File: src/include/cta_defs.svh
/*
  constants of the channel to channel adapter: command codes, status and
  sense bit masks, buffer sizes. assumes nothing of its surroundings.
*/
`ifndef CTA_DEFS_SVH
`define CTA_DEFS_SVH
// ----------------------------------------------------------------------
// command bytes
// ----------------------------------------------------------------------
`define CTA_OP_WRITE      8'h01
`define CTA_OP_READ       8'h02
`define CTA_OP_SENSE_CMD  8'h04
`define CTA_OP_READ_BACK  8'h0C
`define CTA_OP_SENSE_ADP  8'h14
`define CTA_OP_WEOF       8'h1D
`define CTA_OP_CTRL_MASK  8'h03
`define CTA_OP_CTRL_VAL   8'h03
`define CTA_OP_READ_MASK  8'h03
`define CTA_OP_CTRL_ACT   8'h04
// ----------------------------------------------------------------------
// status and sense bits, bit 0 is the msb
// ----------------------------------------------------------------------
`define CTA_ST_ZERO       8'h00
`define CTA_ST_BUSY       8'h10
`define CTA_ST_CE         8'h08
`define CTA_ST_DE         8'h04
`define CTA_ST_UC         8'h02
`define CTA_ST_UX         8'h01
`define CTA_SNS_INTV      8'h40
`define CTA_SNS_HALT      8'h01
// ----------------------------------------------------------------------
// sizes
// ----------------------------------------------------------------------
`define CTA_FIFO_DEPTH    8
`define CTA_BYTE_W        8
`endif

File: src/include/cta_pkg.sv
/*
  types of the channel to channel adapter.
  assumes cta_defs.svh on the include path.
*/
`default_nettype none
package cta_pkg;
  typedef logic [7:0]  cta_byte_t;
  typedef logic [15:0] cta_cnt_t;
  typedef enum logic [2:0] {
    CMD_READ, CMD_WRITE, CMD_WEOF, CMD_NOOP, CMD_CTRL, CMD_SENSE_ADP, CMD_SENSE_CMD, CMD_BAD
  } cta_cmd_e;
  typedef enum logic [4:0] {
    ST_IDLE     = 5'b00001,
    ST_SNS_DATA = 5'b00010,
    ST_SNS_END  = 5'b00100,
    ST_XFER     = 5'b01000,
    ST_XFER_END = 5'b10000
  } cta_state_e;
endpackage
`default_nettype wire

File: src/include/cta_fifo_if.sv
/*
  data path carrier between the adapter core and its fifo.
  assumes both ends run on the same clock.
*/
`default_nettype none
interface cta_fifo_if #(parameter int W = 8);
  logic         push_valid;
  logic         push_ready;
  logic [W-1:0] push_data;
  logic         pop_valid;
  logic         pop_ready;
  logic [W-1:0] pop_data;
  logic         flush;
  modport src  (output push_valid, push_data, pop_ready, flush,
                input  push_ready, pop_valid, pop_data);
  modport fifo (input  push_valid, push_data, pop_ready, flush,
                output push_ready, pop_valid, pop_data);
endinterface
`default_nettype wire

File: src/core/cta_core.sv
/*
  command handling of a channel to channel adapter: side 0 is channel x,
  side 1 is channel y. pairs read and write through a one-byte command
  buffer and moves data through a fifo.
  assumes each channel holds cmd_valid until it sees cmd_ready, and that
  reset request inputs are single-cycle pulses.
*/
`default_nettype none
`include "cta_defs.svh"
// Operation
// - sense adapter first returns zero status
// - system reset opposite: sense bit 1 only
// - halt or selective reset: bits 1 and 7
// - opposite ready: sense byte all zero
// - after sense byte send channel/device end
// - only moving commands from causer clear not-ready
// - read backward handled as read, except that only read can be a load read
// - read at idle: zero status, buffered, attention
// - transfer after pairing; both get ending status
// - read meeting held write starts transfer
// - read answering write: zero status, transfer
// - end-of-file write ends other side's read
// - held eof in initial, else ending status
// - read termination also clears eof write
// - write at idle: zero status, buffered, attention
// - write meeting held read starts transfer
// - write answering read: zero status, transfer
// - load read ends earlier write with check
// - transfer stops at smaller byte count
// - real control at idle buffered, attention
// - reset disconnects, clears, makes side not ready
module cta_core
  import cta_pkg::*;
(
  // clock and reset
  input  wire logic            sys_clk,
  input  wire logic            nrst,
  // command requests
  input  wire logic [1:0]      cmd_valid,
  input  wire logic [1:0][7:0] cmd_byte,
  input  wire logic [1:0][15:0] cmd_count,
  input  wire logic [1:0]      load_active,
  output var  logic [1:0]      cmd_ready,
  // status and sense answers
  output var  logic [1:0]      status_valid,
  output var  logic [1:0][7:0] status_byte,
  output var  logic [1:0]      sense_valid,
  output var  logic [1:0][7:0] sense_byte,
  output var  logic [1:0]      attention,
  output var  logic [1:0]      not_ready,
  // reset events from each channel
  input  wire logic [1:0]      sys_reset_req,
  input  wire logic [1:0]      sel_reset_req,
  input  wire logic [1:0]      halt_req,
  // data from the writing channel
  input  wire logic [1:0]      wr_valid,
  input  wire logic [1:0][7:0] wr_data,
  output logic      [1:0]      wr_ready,
  // data to the reading channel
  output logic      [1:0]      rd_valid,
  output logic      [1:0][7:0] rd_data,
  input  wire logic [1:0]      rd_ready
);
  // ----------------------------------------------------------------------
  // decoding
  // ----------------------------------------------------------------------
  function automatic cta_cmd_e cta_decode(input cta_byte_t b);
    cta_cmd_e c;
    c = CMD_BAD;
    if (b == `CTA_OP_WRITE)
      c = CMD_WRITE;
    else if (b == `CTA_OP_WEOF)
      c = CMD_WEOF;
    else if (b == `CTA_OP_SENSE_ADP)
      c = CMD_SENSE_ADP;
    else if (b == `CTA_OP_SENSE_CMD)
      c = CMD_SENSE_CMD;
    else if (b == `CTA_OP_READ || b == `CTA_OP_READ_BACK)
      c = CMD_READ;
    else if ((b & `CTA_OP_CTRL_MASK) == `CTA_OP_CTRL_VAL)
      c = ((b & `CTA_OP_CTRL_ACT) == 8'h00) ? CMD_NOOP : CMD_CTRL;
    return c;
  endfunction

  function automatic cta_byte_t cta_sense_of(input logic nr, input logic halt);
    cta_byte_t s;
    s = 8'h00;
    if (nr)
      s = halt ? (`CTA_SNS_INTV | `CTA_SNS_HALT) : `CTA_SNS_INTV;
    return s;
  endfunction

  // ----------------------------------------------------------------------
  // state
  // ----------------------------------------------------------------------
  cta_state_e state_q;
  cta_state_e state_d;
  logic       turn_q;
  logic       buf_v_q;
  logic       buf_side_q;
  cta_byte_t  buf_byte_q;
  cta_cnt_t   buf_cnt_q;
  logic [1:0] weof_q;
  logic [1:0] nr_q;
  logic [1:0] halt_q;
  logic       sns_side_q;
  logic       sns_cmd_q;
  logic       rd_side_q;
  cta_cnt_t   len_q;
  cta_cnt_t   in_cnt_q;
  cta_cnt_t   out_cnt_q;

  logic       a;
  logic       acc;
  cta_cmd_e   cmd;
  cta_cmd_e   bcls;
  logic       o_pend_w;
  logic       o_pend_r;
  logic       moves;
  logic       nr_a_eff;
  logic [1:0] st_give;
  logic [1:0][7:0] st_val;
  logic       buf_store;
  logic       buf_clr;
  logic       weof_set;
  logic       weof_clr_o;
  logic       nr_clr_a;
  logic       xfer_go;
  logic       sns_go;
  logic       sns_is_cmd;
  logic [1:0] rst_ev;
  logic       in_xfer;
  logic       push;
  logic       pop;

  cta_fifo_if #(.W(`CTA_BYTE_W)) fq ();

  assign rst_ev = sys_reset_req | sel_reset_req | halt_req;

  // ----------------------------------------------------------------------
  // command decision
  // ----------------------------------------------------------------------
  always_comb
  begin
    a          = cmd_ready[1];
    acc        = |(cmd_valid & cmd_ready);
    cmd        = cta_decode(cmd_byte[a]);
    bcls       = cta_decode(buf_byte_q);
    o_pend_w   = buf_v_q & (buf_side_q != a) & (bcls == CMD_WRITE);
    o_pend_r   = buf_v_q & (buf_side_q != a) & (bcls == CMD_READ);
    moves      = (cmd == CMD_READ) | (cmd == CMD_WRITE) | (cmd == CMD_WEOF) | (cmd == CMD_NOOP) | (cmd == CMD_CTRL);
    nr_a_eff   = nr_q[a] & ~moves;
    st_give    = 2'b00;
    st_val     = '0;
    buf_store  = 1'b0;
    buf_clr    = 1'b0;
    weof_set   = 1'b0;
    weof_clr_o = 1'b0;
    nr_clr_a   = 1'b0;
    xfer_go    = 1'b0;
    sns_go     = 1'b0;
    sns_is_cmd = 1'b0;
    state_d    = state_q;
    unique case (state_q)
      ST_IDLE, ST_XFER:
      begin
        if (state_q == ST_XFER && out_cnt_q == len_q)
          state_d = ST_XFER_END;
        if (acc)
        begin
          st_give[a] = 1'b1;
          nr_clr_a   = nr_q[a] & moves;
          if (cmd == CMD_BAD || ((nr_q[~a] | nr_a_eff) && cmd != CMD_SENSE_ADP))
            st_val[a] = `CTA_ST_UC;
          else if (state_q == ST_XFER)
            st_val[a] = `CTA_ST_BUSY;
          else
          begin
            // a held eof write from the far side is cleared by any command here; a read clears it in its own branch
            if (weof_q[~a] && cmd != CMD_READ)
              weof_clr_o = 1'b1;
            unique case (cmd)
              CMD_SENSE_ADP, CMD_SENSE_CMD:
              begin
                st_val[a]  = `CTA_ST_ZERO;
                sns_go     = 1'b1;
                sns_is_cmd = (cmd == CMD_SENSE_CMD);
              end
              CMD_NOOP:
                st_val[a] = `CTA_ST_CE | `CTA_ST_DE;
              CMD_WEOF:
              begin
                st_val[a] = `CTA_ST_CE | `CTA_ST_DE;
                if (o_pend_r)
                begin
                  st_give[~a] = 1'b1;
                  st_val[~a]  = `CTA_ST_CE | `CTA_ST_DE | `CTA_ST_UX;
                  buf_clr     = 1'b1;
                end
                else
                  weof_set = 1'b1;
              end
              CMD_READ:
              begin
                if (weof_q[~a])
                begin
                  st_val[a]  = `CTA_ST_CE | `CTA_ST_DE | `CTA_ST_UX;
                  weof_clr_o = 1'b1;
                end
                else if (o_pend_w && load_active[a] && cmd_byte[a] == `CTA_OP_READ)
                begin
                  st_val[a]   = `CTA_ST_ZERO;
                  st_give[~a] = 1'b1;
                  st_val[~a]  = `CTA_ST_CE | `CTA_ST_DE | `CTA_ST_UC;
                  buf_clr     = 1'b1;
                  buf_store   = 1'b1;
                end
                else if (o_pend_w)
                begin
                  st_val[a] = `CTA_ST_ZERO;
                  xfer_go   = 1'b1;
                end
                else if (!buf_v_q)
                begin
                  st_val[a] = `CTA_ST_ZERO;
                  buf_store = 1'b1;
                end
                else
                  st_val[a] = `CTA_ST_BUSY;
              end
              CMD_WRITE:
              begin
                if (o_pend_r)
                begin
                  st_val[a] = `CTA_ST_ZERO;
                  xfer_go   = 1'b1;
                end
                else if (!buf_v_q)
                begin
                  st_val[a] = `CTA_ST_ZERO;
                  buf_store = 1'b1;
                end
                else
                  st_val[a] = `CTA_ST_BUSY;
              end
              CMD_CTRL:
              begin
                if (!buf_v_q)
                begin
                  st_val[a] = `CTA_ST_CE;
                  buf_store = 1'b1;
                end
                else
                  st_val[a] = `CTA_ST_BUSY;
              end
              default:
                st_val[a] = `CTA_ST_UC;
            endcase
            if (xfer_go)
            begin
              buf_clr = 1'b1;
              state_d = ST_XFER;
            end
            if (sns_go)
              state_d = ST_SNS_DATA;
          end
        end
      end
      ST_SNS_DATA:
        state_d = ST_SNS_END;
      ST_SNS_END:
      begin
        st_give[sns_side_q] = 1'b1;
        st_val[sns_side_q]  = `CTA_ST_CE | `CTA_ST_DE;
        if (sns_cmd_q && buf_v_q && buf_side_q != sns_side_q)
        begin
          buf_clr = 1'b1;
          if (bcls == CMD_CTRL)
          begin
            st_give[buf_side_q] = 1'b1;
            st_val[buf_side_q]  = `CTA_ST_DE;
          end
        end
        state_d = ST_IDLE;
      end
      ST_XFER_END:
      begin
        st_give = 2'b11;
        st_val  = {2{`CTA_ST_CE | `CTA_ST_DE}};
        state_d = ST_IDLE;
      end
      default:
        state_d = ST_IDLE;
    endcase
    if (|rst_ev)
      state_d = ST_IDLE;
  end

  // ----------------------------------------------------------------------
  // sequencing and command acceptance
  // ----------------------------------------------------------------------
  // sides take turns so that only one command is taken per cycle
  always_ff @(posedge sys_clk or negedge nrst)
  begin
    if (!nrst)
    begin
      state_q   <= ST_IDLE;
      turn_q    <= 1'b0;
      cmd_ready <= 2'b00;
    end
    else
    begin
      state_q      <= state_d;
      turn_q       <= ~turn_q;
      cmd_ready[0] <= (state_d == ST_IDLE || state_d == ST_XFER) & turn_q;
      cmd_ready[1] <= (state_d == ST_IDLE || state_d == ST_XFER) & ~turn_q;
    end
  end

  // ----------------------------------------------------------------------
  // command buffer
  // ----------------------------------------------------------------------
  always_ff @(posedge sys_clk or negedge nrst)
  begin
    if (!nrst)
    begin
      buf_v_q    <= 1'b0;
      buf_side_q <= 1'b0;
      buf_byte_q <= 8'h00;
      buf_cnt_q  <= 16'h0000;
    end
    else if (|rst_ev)
      buf_v_q <= 1'b0;
    else if (buf_store)
    begin
      buf_v_q    <= 1'b1;
      buf_side_q <= a;
      buf_byte_q <= cmd_byte[a];
      buf_cnt_q  <= cmd_count[a];
    end
    else if (buf_clr)
      buf_v_q <= 1'b0;
  end

  // ----------------------------------------------------------------------
  // not-ready and end-of-file latches
  // ----------------------------------------------------------------------
  always_ff @(posedge sys_clk or negedge nrst)
  begin
    if (!nrst)
    begin
      weof_q <= 2'b00;
      nr_q   <= 2'b00;
      halt_q <= 2'b00;
    end
    else if (|rst_ev)
    begin
      weof_q <= 2'b00;
      nr_q   <= nr_q | rst_ev;
      halt_q <= (halt_q & ~rst_ev) | sel_reset_req | halt_req;
    end
    else
    begin
      // separate bits: an eof write must also drop the far side's held eof
      if (weof_set)
        weof_q[a] <= 1'b1;
      if (weof_clr_o)
        weof_q[~a] <= 1'b0;
      if (nr_clr_a)
        nr_q[a] <= 1'b0;
    end
  end

  // ----------------------------------------------------------------------
  // sense byte
  // ----------------------------------------------------------------------
  always_ff @(posedge sys_clk or negedge nrst)
  begin
    if (!nrst)
    begin
      sns_side_q  <= 1'b0;
      sns_cmd_q   <= 1'b0;
      sense_valid <= 2'b00;
      sense_byte  <= '0;
    end
    else
    begin
      if (sns_go)
      begin
        sns_side_q <= a;
        sns_cmd_q  <= sns_is_cmd;
      end
      sense_valid <= 2'b00;
      if (state_q == ST_SNS_DATA)
      begin
        sense_valid[sns_side_q] <= 1'b1;
        if (sns_cmd_q)
          sense_byte[sns_side_q] <= buf_v_q ? buf_byte_q : 8'h00;
        else
          sense_byte[sns_side_q] <= cta_sense_of(nr_q[~sns_side_q], halt_q[~sns_side_q]);
      end
    end
  end

  // ----------------------------------------------------------------------
  // data transfer
  // ----------------------------------------------------------------------
  assign in_xfer       = (state_q == ST_XFER);
  assign fq.push_valid = in_xfer & wr_valid[~rd_side_q] & (in_cnt_q != len_q);
  assign fq.push_data  = wr_data[~rd_side_q];
  assign fq.pop_ready  = in_xfer & rd_ready[rd_side_q];
  assign fq.flush      = xfer_go | (|rst_ev);
  assign push          = fq.push_valid & fq.push_ready;
  assign pop           = fq.pop_valid & fq.pop_ready;

  for (genvar s = 0; s < 2; s++)
  begin : g_side
    assign wr_ready[s] = in_xfer & (rd_side_q != s) & fq.push_ready & (in_cnt_q != len_q);
    assign rd_valid[s] = in_xfer & (rd_side_q == s) & fq.pop_valid;
    assign rd_data[s]  = fq.pop_data;
  end

  always_ff @(posedge sys_clk or negedge nrst)
  begin
    if (!nrst)
    begin
      rd_side_q <= 1'b0;
      len_q     <= 16'h0000;
      in_cnt_q  <= 16'h0000;
      out_cnt_q <= 16'h0000;
    end
    else if (xfer_go)
    begin
      rd_side_q <= (cmd == CMD_READ) ? a : ~a;
      len_q     <= (buf_cnt_q < cmd_count[a]) ? buf_cnt_q : cmd_count[a];
      in_cnt_q  <= 16'h0000;
      out_cnt_q <= 16'h0000;
    end
    else
    begin
      in_cnt_q  <= in_cnt_q + 16'(push);
      out_cnt_q <= out_cnt_q + 16'(pop);
    end
  end

  cta_fifo #(.W(`CTA_BYTE_W), .D(`CTA_FIFO_DEPTH)) u_fifo (
    .clk  (sys_clk),
    .nrst (nrst),
    .f    (fq)
  );

  // ----------------------------------------------------------------------
  // status outputs
  // ----------------------------------------------------------------------
  always_ff @(posedge sys_clk or negedge nrst)
  begin
    if (!nrst)
    begin
      status_valid <= 2'b00;
      status_byte  <= '0;
      attention    <= 2'b00;
      not_ready    <= 2'b00;
    end
    else
    begin
      status_valid <= st_give;
      for (int s = 0; s < 2; s++)
      begin
        if (st_give[s])
          status_byte[s] <= st_val[s];
        attention[s] <= buf_v_q & (buf_side_q != s);
      end
      not_ready <= nr_q;
    end
  end
endmodule
`default_nettype wire

File: src/core/cta_mem.sv
/*
  small storage array with a registered read port.
  assumes one clock; the array itself has no reset.
*/
`default_nettype none
module cta_mem #(
  parameter int W  = 8,
  parameter int D  = 8,
  parameter int AW = 3
) (
  // clock and reset
  input  wire logic          clk,
  input  wire logic          nrst,
  // write port
  input  wire logic          we,
  input  wire logic [AW-1:0] waddr,
  input  wire logic [W-1:0]  wdata,
  // read port
  input  wire logic          re,
  input  wire logic [AW-1:0] raddr,
  output var  logic [W-1:0]  rdata_q
);
  logic [W-1:0] mem_q [D];

  always_ff @(posedge clk)
  begin
    if (we)
      mem_q[waddr] <= wdata;
  end

  always_ff @(posedge clk or negedge nrst)
  begin
    if (!nrst)
      rdata_q <= '0;
    else if (re)
      rdata_q <= mem_q[raddr];
  end
endmodule
`default_nettype wire

File: src/core/cta_fifo.sv
/*
  fifo between writer channel and reader channel.
  assumes flush is only raised between transfers or on a reset event.
*/
`default_nettype none
module cta_fifo #(
  parameter int W = 8,
  parameter int D = 8
) (
  // clock and reset
  input  wire logic clk,
  input  wire logic nrst,
  // fifo ports
  cta_fifo_if.fifo  f
);
  localparam int         AW   = $clog2(D);
  localparam logic [AW:0] FULL = D[AW:0];

  logic [AW-1:0] wp_q;
  logic [AW-1:0] rp_q;
  logic [AW:0]   cnt_q;
  logic          out_v_q;
  logic          push;
  logic          issue;

  // the output register adds one word of slack above the array
  assign f.push_ready = (cnt_q != FULL);
  assign push         = f.push_valid & f.push_ready;
  assign issue        = (cnt_q != '0) & (~out_v_q | f.pop_ready);
  assign f.pop_valid  = out_v_q;

  always_ff @(posedge clk or negedge nrst)
  begin
    if (!nrst)
    begin
      wp_q    <= '0;
      rp_q    <= '0;
      cnt_q   <= '0;
      out_v_q <= 1'b0;
    end
    else if (f.flush)
    begin
      wp_q    <= '0;
      rp_q    <= '0;
      cnt_q   <= '0;
      out_v_q <= 1'b0;
    end
    else
    begin
      wp_q    <= wp_q + AW'(push);
      rp_q    <= rp_q + AW'(issue);
      cnt_q   <= cnt_q + (AW+1)'(push) - (AW+1)'(issue);
      out_v_q <= issue | (out_v_q & ~f.pop_ready);
    end
  end

  cta_mem #(.W(W), .D(D), .AW(AW)) u_mem (
    .clk     (clk),
    .nrst    (nrst),
    .we      (push),
    .waddr   (wp_q),
    .wdata   (f.push_data),
    .re      (issue),
    .raddr   (rp_q),
    .rdata_q (f.pop_data)
  );
endmodule
`default_nettype wire

File: config.mk
export PLATFORM = sky130hd
export DESIGN_NAME = cta_core
export DESIGN_NICKNAME = d
export VERILOG_FILES = /design/src/include/cta_pkg.sv /design/src/include/cta_fifo_if.sv /design/src/core/cta_core.sv /design/src/core/cta_mem.sv /design/src/core/cta_fifo.sv
export VERILOG_INCLUDE_DIRS = /design/src /design/src/include
export SDC_FILE = /design/constraint.sdc
export NUM_CORES = 1
export LEC_CHECK = 0
export BUFFER_PORTS_ARGS = -buffer_cell sky130_fd_sc_hd__buf_2
export CORE_AREA = 2 2 194 196
export CTS_CLUSTER_SIZE = 25
export DETAILED_ROUTE_END_ITERATION = 16
export DIE_AREA = 0 0 196 198
export PLACE_DENSITY = 0.47
export SYNTH_ARGS = -nofsm -noshare
export SYNTH_HDL_FRONTEND = slang
export SYNTH_SLANG_ARGS = --single-unit
File: constraint.sdc
create_clock -name sys_clk -period 5.66 [get_ports sys_clk]
set_input_delay 0.566 -clock sys_clk [delete_from_list [all_inputs] [get_ports sys_clk]]
set_output_delay 0.566 -clock sys_clk [all_outputs]
set_load 0.02 [all_outputs]
* Word-level counts from Yosys, hierarchy flattened *
Memory sizes are Yosys's and may differ from the RTL's. A register that Yosys moved wholly into a read port is not among the register bits.
Index checks and enable logic that the tools add are counted.

cells by class
  add/sub/neg operators = 6
  order comparisons = 12
  equal/unequal tests = 36
  muxes and demuxes = 173
  bitwise operators = 60
  reduce and logical (&&, ||, !) cells = 29

operators with widths
  operator                                             number
  2-to-1 mux 16 bit                                    12
  case mux 16 bit (6 select lines)                     1
  2-to-1 mux 8 bit                                     11
  2-to-1 mux 1 bit                                     85
  2-to-1 mux 13 bit                                    5
  2-to-1 mux 3 bit                                     16
  case mux 16 bit (3 select lines)                     1
  2-to-1 mux 5 bit                                     7
  adder 16 x 1 -> 16 bit                               2
  bitwise mux 16 bit                                   2
  demux 8 bit (select 1 bit)                           4
  equality test 8 x 5 -> 1 bit, second input constant  4
  2-to-1 mux 2 bit                                     15
  AND 1 bit                                            24
  bitwise OR 2 bit                                     9
  equality test 16 bit                                 1
  equality test 8 x 1 -> 1 bit, second input constant  2
  equality test 8 x 2 -> 1 bit, second input constant  2
  equality test 8 x 3 -> 1 bit, second input constant  2
  equality test 8 x 4 -> 1 bit, second input constant  2
  zero test 8 bit                                      2
  less-than comparator 16 bit                          1
  inequality test 16 bit                               1
  equality test 3 bit, second input constant           5
  other kinds (41)                                     100

word-level totals
  register bits = 142
  RAM bits = 64
  bits of input ports = 80
  output and inout port bits = 62
  logic and storage cells = 345
  memories kept = 1

memory list
  name                words  width  rd ports  clocked after Yosys merged registers in  write ports  RTL line       RTL
  u_fifo.u_mem.mem_q  8      8      1         1                                        1            cta_mem.sv:23  logic [W-1:0] mem_q [D];

* Longest topological paths before layout *
  depth after elaboration = 33
  gate-level depth with buffers = 16
  depth with buffers taken out = 13

* Hierarchy *
From an unflattened synthesis, not the netlist that was laid out.

unflattened totals
  cell total of the unflattened synthesis = 984
  area, all modules = 11,054.4 um^2

by module, submodules not included
  module    times used  cells an instance  area an instance (um^2)  seq. area each (um^2)
  cta_core  1           761                7,576.0                  3,129.3
  cta_mem   1           169                2,861.5                  2,122.0
  cta_fifo  1           54                 616.8                    275.3

* Worst setup path after synthesis *
OpenSTA, ideal clock, no wires.

  path kind = register to register
  start point = register cmd_ready[1]
  end point = register len_q[12]
  library setup time = 0.125 ns
  data arrival time = 4.010 ns
  data required time = 5.535 ns
  path slack = 1.525 ns
  cell stages (with the launch flop) = 16
  path buffers = 6
  clock period less this slack = 4.135 ns
  cell sequence = dfrtp_1 > buf_6 > buf_6 > buf_2 > buf_2 > buf_1 > mux2_2 > inv_1 > ha_1 > o21ai_0 > a21oi_1 > or3_1 > a221oi_2 > buf_2 > mux2_2 > mux2_2

on the way
  word-level cells in the longest chain between the ends = 23
  elaborated cells between the ends (all ways) = 67
  those cells by class = order compare: 1; eq/ne: 14; mux: 33; bitwise: 11; reduce/logical: 8

RTL lines
  what                                                 RTL line                          RTL
  from (decl)                                          cta_core.sv:43                    output var logic [1:0] cmd_ready,
  from (signal assigned)                               cta_core.sv:316                   cmd_ready[1] <= (state_d == ST_IDLE || state_d == ST_XFER) & ~turn_q;
  2-to-1 mux 8 bit (not written as such) (2 in a row)  cta_core.sv:147, cta_core.sv:210
  zero test 8 bit                                      cta_core.sv:81                    c = ((b & `CTA_OP_CTRL_ACT) == 8'h00) ? CMD_NOOP : CMD_CTRL;
  2-to-1 mux 3 bit                                     cta_core.sv:81
  2-to-1 mux 3 bit                                     cta_core.sv:80                    else if ((b & `CTA_OP_CTRL_MASK) == `CTA_OP_CTRL_VAL)
  2-to-1 mux 3 bit                                     cta_core.sv:78                    else if (b == `CTA_OP_READ || b == `CTA_OP_READ_BACK)
  2-to-1 mux 3 bit                                     cta_core.sv:76                    else if (b == `CTA_OP_SENSE_CMD)
  2-to-1 mux 3 bit                                     cta_core.sv:74                    else if (b == `CTA_OP_SENSE_ADP)
  2-to-1 mux 3 bit                                     cta_core.sv:72                    else if (b == `CTA_OP_WEOF)
  [... 6 more ...]                                     -
  inverter 1 bit                                       cta_core.sv:152                   nr_a_eff = nr_q[a] & ~moves;
  AND 1 bit                                            cta_core.sv:152
  bitwise OR 1 bit                                     cta_core.sv:173                   if (cmd == CMD_BAD || ((nr_q[~a] | nr_a_eff) && cmd != CMD_SENSE_ADP))
  logical AND 1 bit                                    cta_core.sv:173
  logical OR 1 bit                                     cta_core.sv:173
  2-to-1 mux 1 bit                                     cta_core.sv:173
  2-to-1 mux 1 bit                                     cta_core.sv:169                   if (acc)
  2-to-1 mux 1 bit                                     cta_core.sv:164                   unique case (state_q)
  to (signal assigned)                                 cta_core.sv:435                   len_q <= (buf_cnt_q < cmd_count[a]) ? buf_cnt_q : cmd_count[a];
  to (decl)                                            cta_core.sv:109                   cta_cnt_t len_q;

Several ways; a longest one is shown, not always the timed one. The select of a mux whose other input is x is not followed.
A chain may end at the register's enable or synchronous reset.

* Worst setup path after layout *
  start point = register cmd_ready[1]
  end point = register rd_side_q

on the way
  word-level cells in the longest chain between the ends = 23
  elaborated cells between the ends (all ways) = 65
  those cells by class = eq/ne: 14; mux: 31; bitwise: 12; reduce/logical: 8

RTL lines
  what                                                 RTL line                          RTL
  2-to-1 mux 8 bit (not written as such) (2 in a row)  cta_core.sv:147, cta_core.sv:210
  zero test 8 bit                                      cta_core.sv:81
  2-to-1 mux 3 bit                                     cta_core.sv:81
  2-to-1 mux 3 bit                                     cta_core.sv:80
  2-to-1 mux 3 bit                                     cta_core.sv:78
  2-to-1 mux 3 bit                                     cta_core.sv:76
  2-to-1 mux 3 bit                                     cta_core.sv:74
  2-to-1 mux 3 bit                                     cta_core.sv:72
  [... 6 more ...]                                     -
  inverter 1 bit                                       cta_core.sv:152
  AND 1 bit                                            cta_core.sv:152
  bitwise OR 1 bit                                     cta_core.sv:173
  logical AND 1 bit                                    cta_core.sv:173
  logical OR 1 bit                                     cta_core.sv:173
  2-to-1 mux 1 bit                                     cta_core.sv:173
  2-to-1 mux 1 bit                                     cta_core.sv:169
  2-to-1 mux 1 bit                                     cta_core.sv:164
  to (signal assigned)                                 cta_core.sv:434                   rd_side_q <= (cmd == CMD_READ) ? a : ~a;
  to (decl)                                            cta_core.sv:108                   logic rd_side_q;

Several ways; a longest one is shown, not always the timed one. The select of a mux whose other input is x is not followed.

==> metrics <==
Worst Reg-to-Reg Cells=8; ys async rst share=69.2%; CTS max path bufs=3; slew at the pin closest to its max-slew limit=1.03 ns; Starting DRT DRC Count=approximately 400; H-tree depth=1; final worst setup slack=1.81 ns; CP max FO=44; full die area=38800 um^2; post-synthesis sequential area ratio=50.8%; Top Metal Used=met4; crit share post-route=about two thirds; Syn Inst Count=915; Die Y=about 200 um; layout cells sized above 1=28.2%; CTS resizes=0; hold buffer count at cts=0; crit start category=flop; RSZ-0062 raised after global routing=no; TritonCTS Buffers=25; worst reg2reg path startpoint=cmd_ready[1]; synthesized cell area=~11000 um^2; Crit Path Category=flop to flop; drt drc=0; metal3 WL=roughly 1.1 mm; r2r setup slk=1.81 ns; Global Route Usage Sum=around 14%; maximum VDD drop=between 0.15 and 0.2 mV; Antenna Nets Post-Route=0; largest net degree at the start of global routing=103; crit path from=cmd_ready[1]; Clock Pin Slew Worst Setup and Hold Paths=0.06 ns; Most used DFF post-synth=dfrtp_1; initial antenna violation count=0; Place WS=1.75 ns; starting density of the core=29.5%; reg-to-reg endpoint=rd_side_q; final hold vios=0; CTS tree=yes; Final TNS setup=0 ns; PD cells=roughly 260 nW/um^2; post-DR wirelength/cell=about 17 um; DRT Pass-1 Iters=5; post-detail-place hpwl=18.6 mm; FMAX=260 MHz; vias in the first global route=7451; leakage power=5.76 nW; # Post-CTS Setup Buffers=0; class of the most critical hold timing path=input pin to async pin; Clk Latency, worst-skew pair=0.53 ns; Synth cell types=79; first-pass GRT wire length=between 40 and 50 mm; width of the die=196 um; status=finished clean; routed vias/inst=4.76; NumNets Final=roughly 1.2k; Worst Path Required=about 6.1 ns; root buf cell=clkbuf_16; # setup viols final=0; Placer Congestion=0.826; slew margin rel.=30.8%; Final Instance Count excl. Fillers=1536; EDFF count, synth=64; io pins=142; Num Clock Sinks=208; Worst EP arrival=4.30 ns; WL met1=between 10 and 15 mm; Routed WL=26.2 mm; Layout area overhead=17.3%; dpl cells=1490; crit end category=flop; Inserted Diodes=0; Congestion Overflow GR=0; clk_skew=between 0.01 and 0.015 ns; syn_area_per_cell=11.9 um^2; Ys Warns=0; via count=7319; row cnt=71; #FFs+latches synth=208; met2 WL=12.4 mm; # Max-Cap Violations=0; max-slew violations=0; Final Power=approximately 3.3 mW; core area=37000 um^2; minimum clock period=slightly below 4 ns; number of port buffers=135
-- power breakdown --
part / total (mW) / internal, mW / switching, mW / leakage (nW)
sequential: 1.56 / 1.56 / 0.00270 / 2.51
clock: 1.61 / 0.988 / 0.622 / 0.404
combinational: 0.123 / 0.0462 / 0.0771 / 2.85
-- cells in the mapped netlist, drive strengths merged (5+ instances only) --
master | instances | area share (%)
a21oi | 16 | 0.74
ha | 33 | 3.8
xnor2 | 30 | 2.4
nor2 | 81 | 2.9
xor2 | 38 | 3.1
mux2 | 89 | 9.8
or3 | 8 | 0.51
o21ai | 39 | 1.9
nor2b | 8 | 0.46
nand2 | 59 | 2.0
buf | 32 | 2.2
clkbuf | 13 | 0.45
dfrtp | 143 | 33
nor3b | 9 | 0.62
nor4 | 12 | 0.75
and3 | 12 | 0.78
nand4 | 13 | 0.75
nand3 | 29 | 1.3
edfxtp | 64 | 18
inv | 44 | 1.5
o31ai | 6 | 0.54
mux2i | 24 | 2.2
a31oi | 5 | 0.29
mux4 | 16 | 3.3
nor3 | 24 | 1.1
-- worst max-delay path, stage by stage, from the launching register on --
cell       delay (ns)
dfrtp_2          0.91
or3b_1           0.44
o2bb2ai_1        0.16
or3_4            0.36
a311oi_4         0.49
o31ai_4          0.20
nor2_4           0.60
buf_4            0.38
mux2i_1          0.21
-- routing by layer --
metal  GRT usage (%)  vias up
met5               0        -
met4            3.14        0
met1            18.8     3597
met3            2.15       28
met2            22.8      148
li1                -     3546
-- cells by family (layout without fill, tap and decap cells) --
group | count (synthesis) | count (layout) | synth area share (%)
and+or+nand+nor | 275 | 275 | 12.7
DFF | 208 | 208 | 50.8
muxes | 129 | 129 | 15.3
AOI/OAI and AO/OA | 110 | 110 | 7.45
buffers and inverters | 90 | 232 | 4.24
xor gates and xnor gates | 68 | 68 | 5.47
adders and majority gates | 34 | 34 | 3.98
other | 1 | 6 | 0.0345
-- sequential cells by signal (all words and copies together), names as in the netlist, 10 cells and up --
name                cells
in_cnt_q               16
u_fifo.u_mem.mem_q     64
out_cnt_q              16
buf_cnt_q              16
sense_byte             16
status_byte            10
len_q                  16
-- cell type report --
| cell class | instances | area, um^2 |
|---|---|---|
| Clock inverter | 11 | 134 |
| Tap cell | 474 | 593 |
| Inverter | 45 | 169 |
| Sequential cell | 208 | 5530 |
| Clock buffer | 35 | 693 |
| Multi-Input combinational cell | 622 | 4920 |
| Fill cell | 3724 | 24200 |
| Timing Repair Buffer | 141 | 727 |
-- layout by cell type (no fill, tap or decap), drive strengths merged, types with 4 or more instances in the layout --
cell and instances:
nand2 59, a221oi 4, buf 141, a31oi 5, dfrtp 143, mux2 89, o2bb2ai 4, xor2 38
nor3b 9, mux2i 24, edfxtp 64, o21a 4, o21ai 39, and3 12, mux4 16, clkinv 7
a21oi 16, xnor2 30, o31ai 6, nor2b 8, or3 8, nor4 12, nand4 13, clkbuf 35
inv 45, a22oi 4, nand3 29, nor2 81, conb 6, nor3 24, ha 33
-- worst max path at each step --
stage,to,cells past startpoint
after global placement,rd_side_q,8
after CTS,rd_side_q,8
after floorplan,len_q[12],15
after global routing,rd_side_q,8
after detailed placement,rd_side_q,8
final,rd_side_q,8
-- through the flow --
step | instance area (um^2) | hold slack, ns | utilization [%]
2_1_floorplan | 10900 | 0.270 | -
3_3_place_gp | 11900 | 0.409 | 32.3
3_5_place_dp | 11900 | 0.408 | 32.3
4_1_cts | 12800 | 0.221 | 34.6
5_1_grt | 12800 | 0.251 | 34.6
6_report | 12800 | 0.157 | 34.6
No activity file was read; power rests on OpenSTA's default activity.
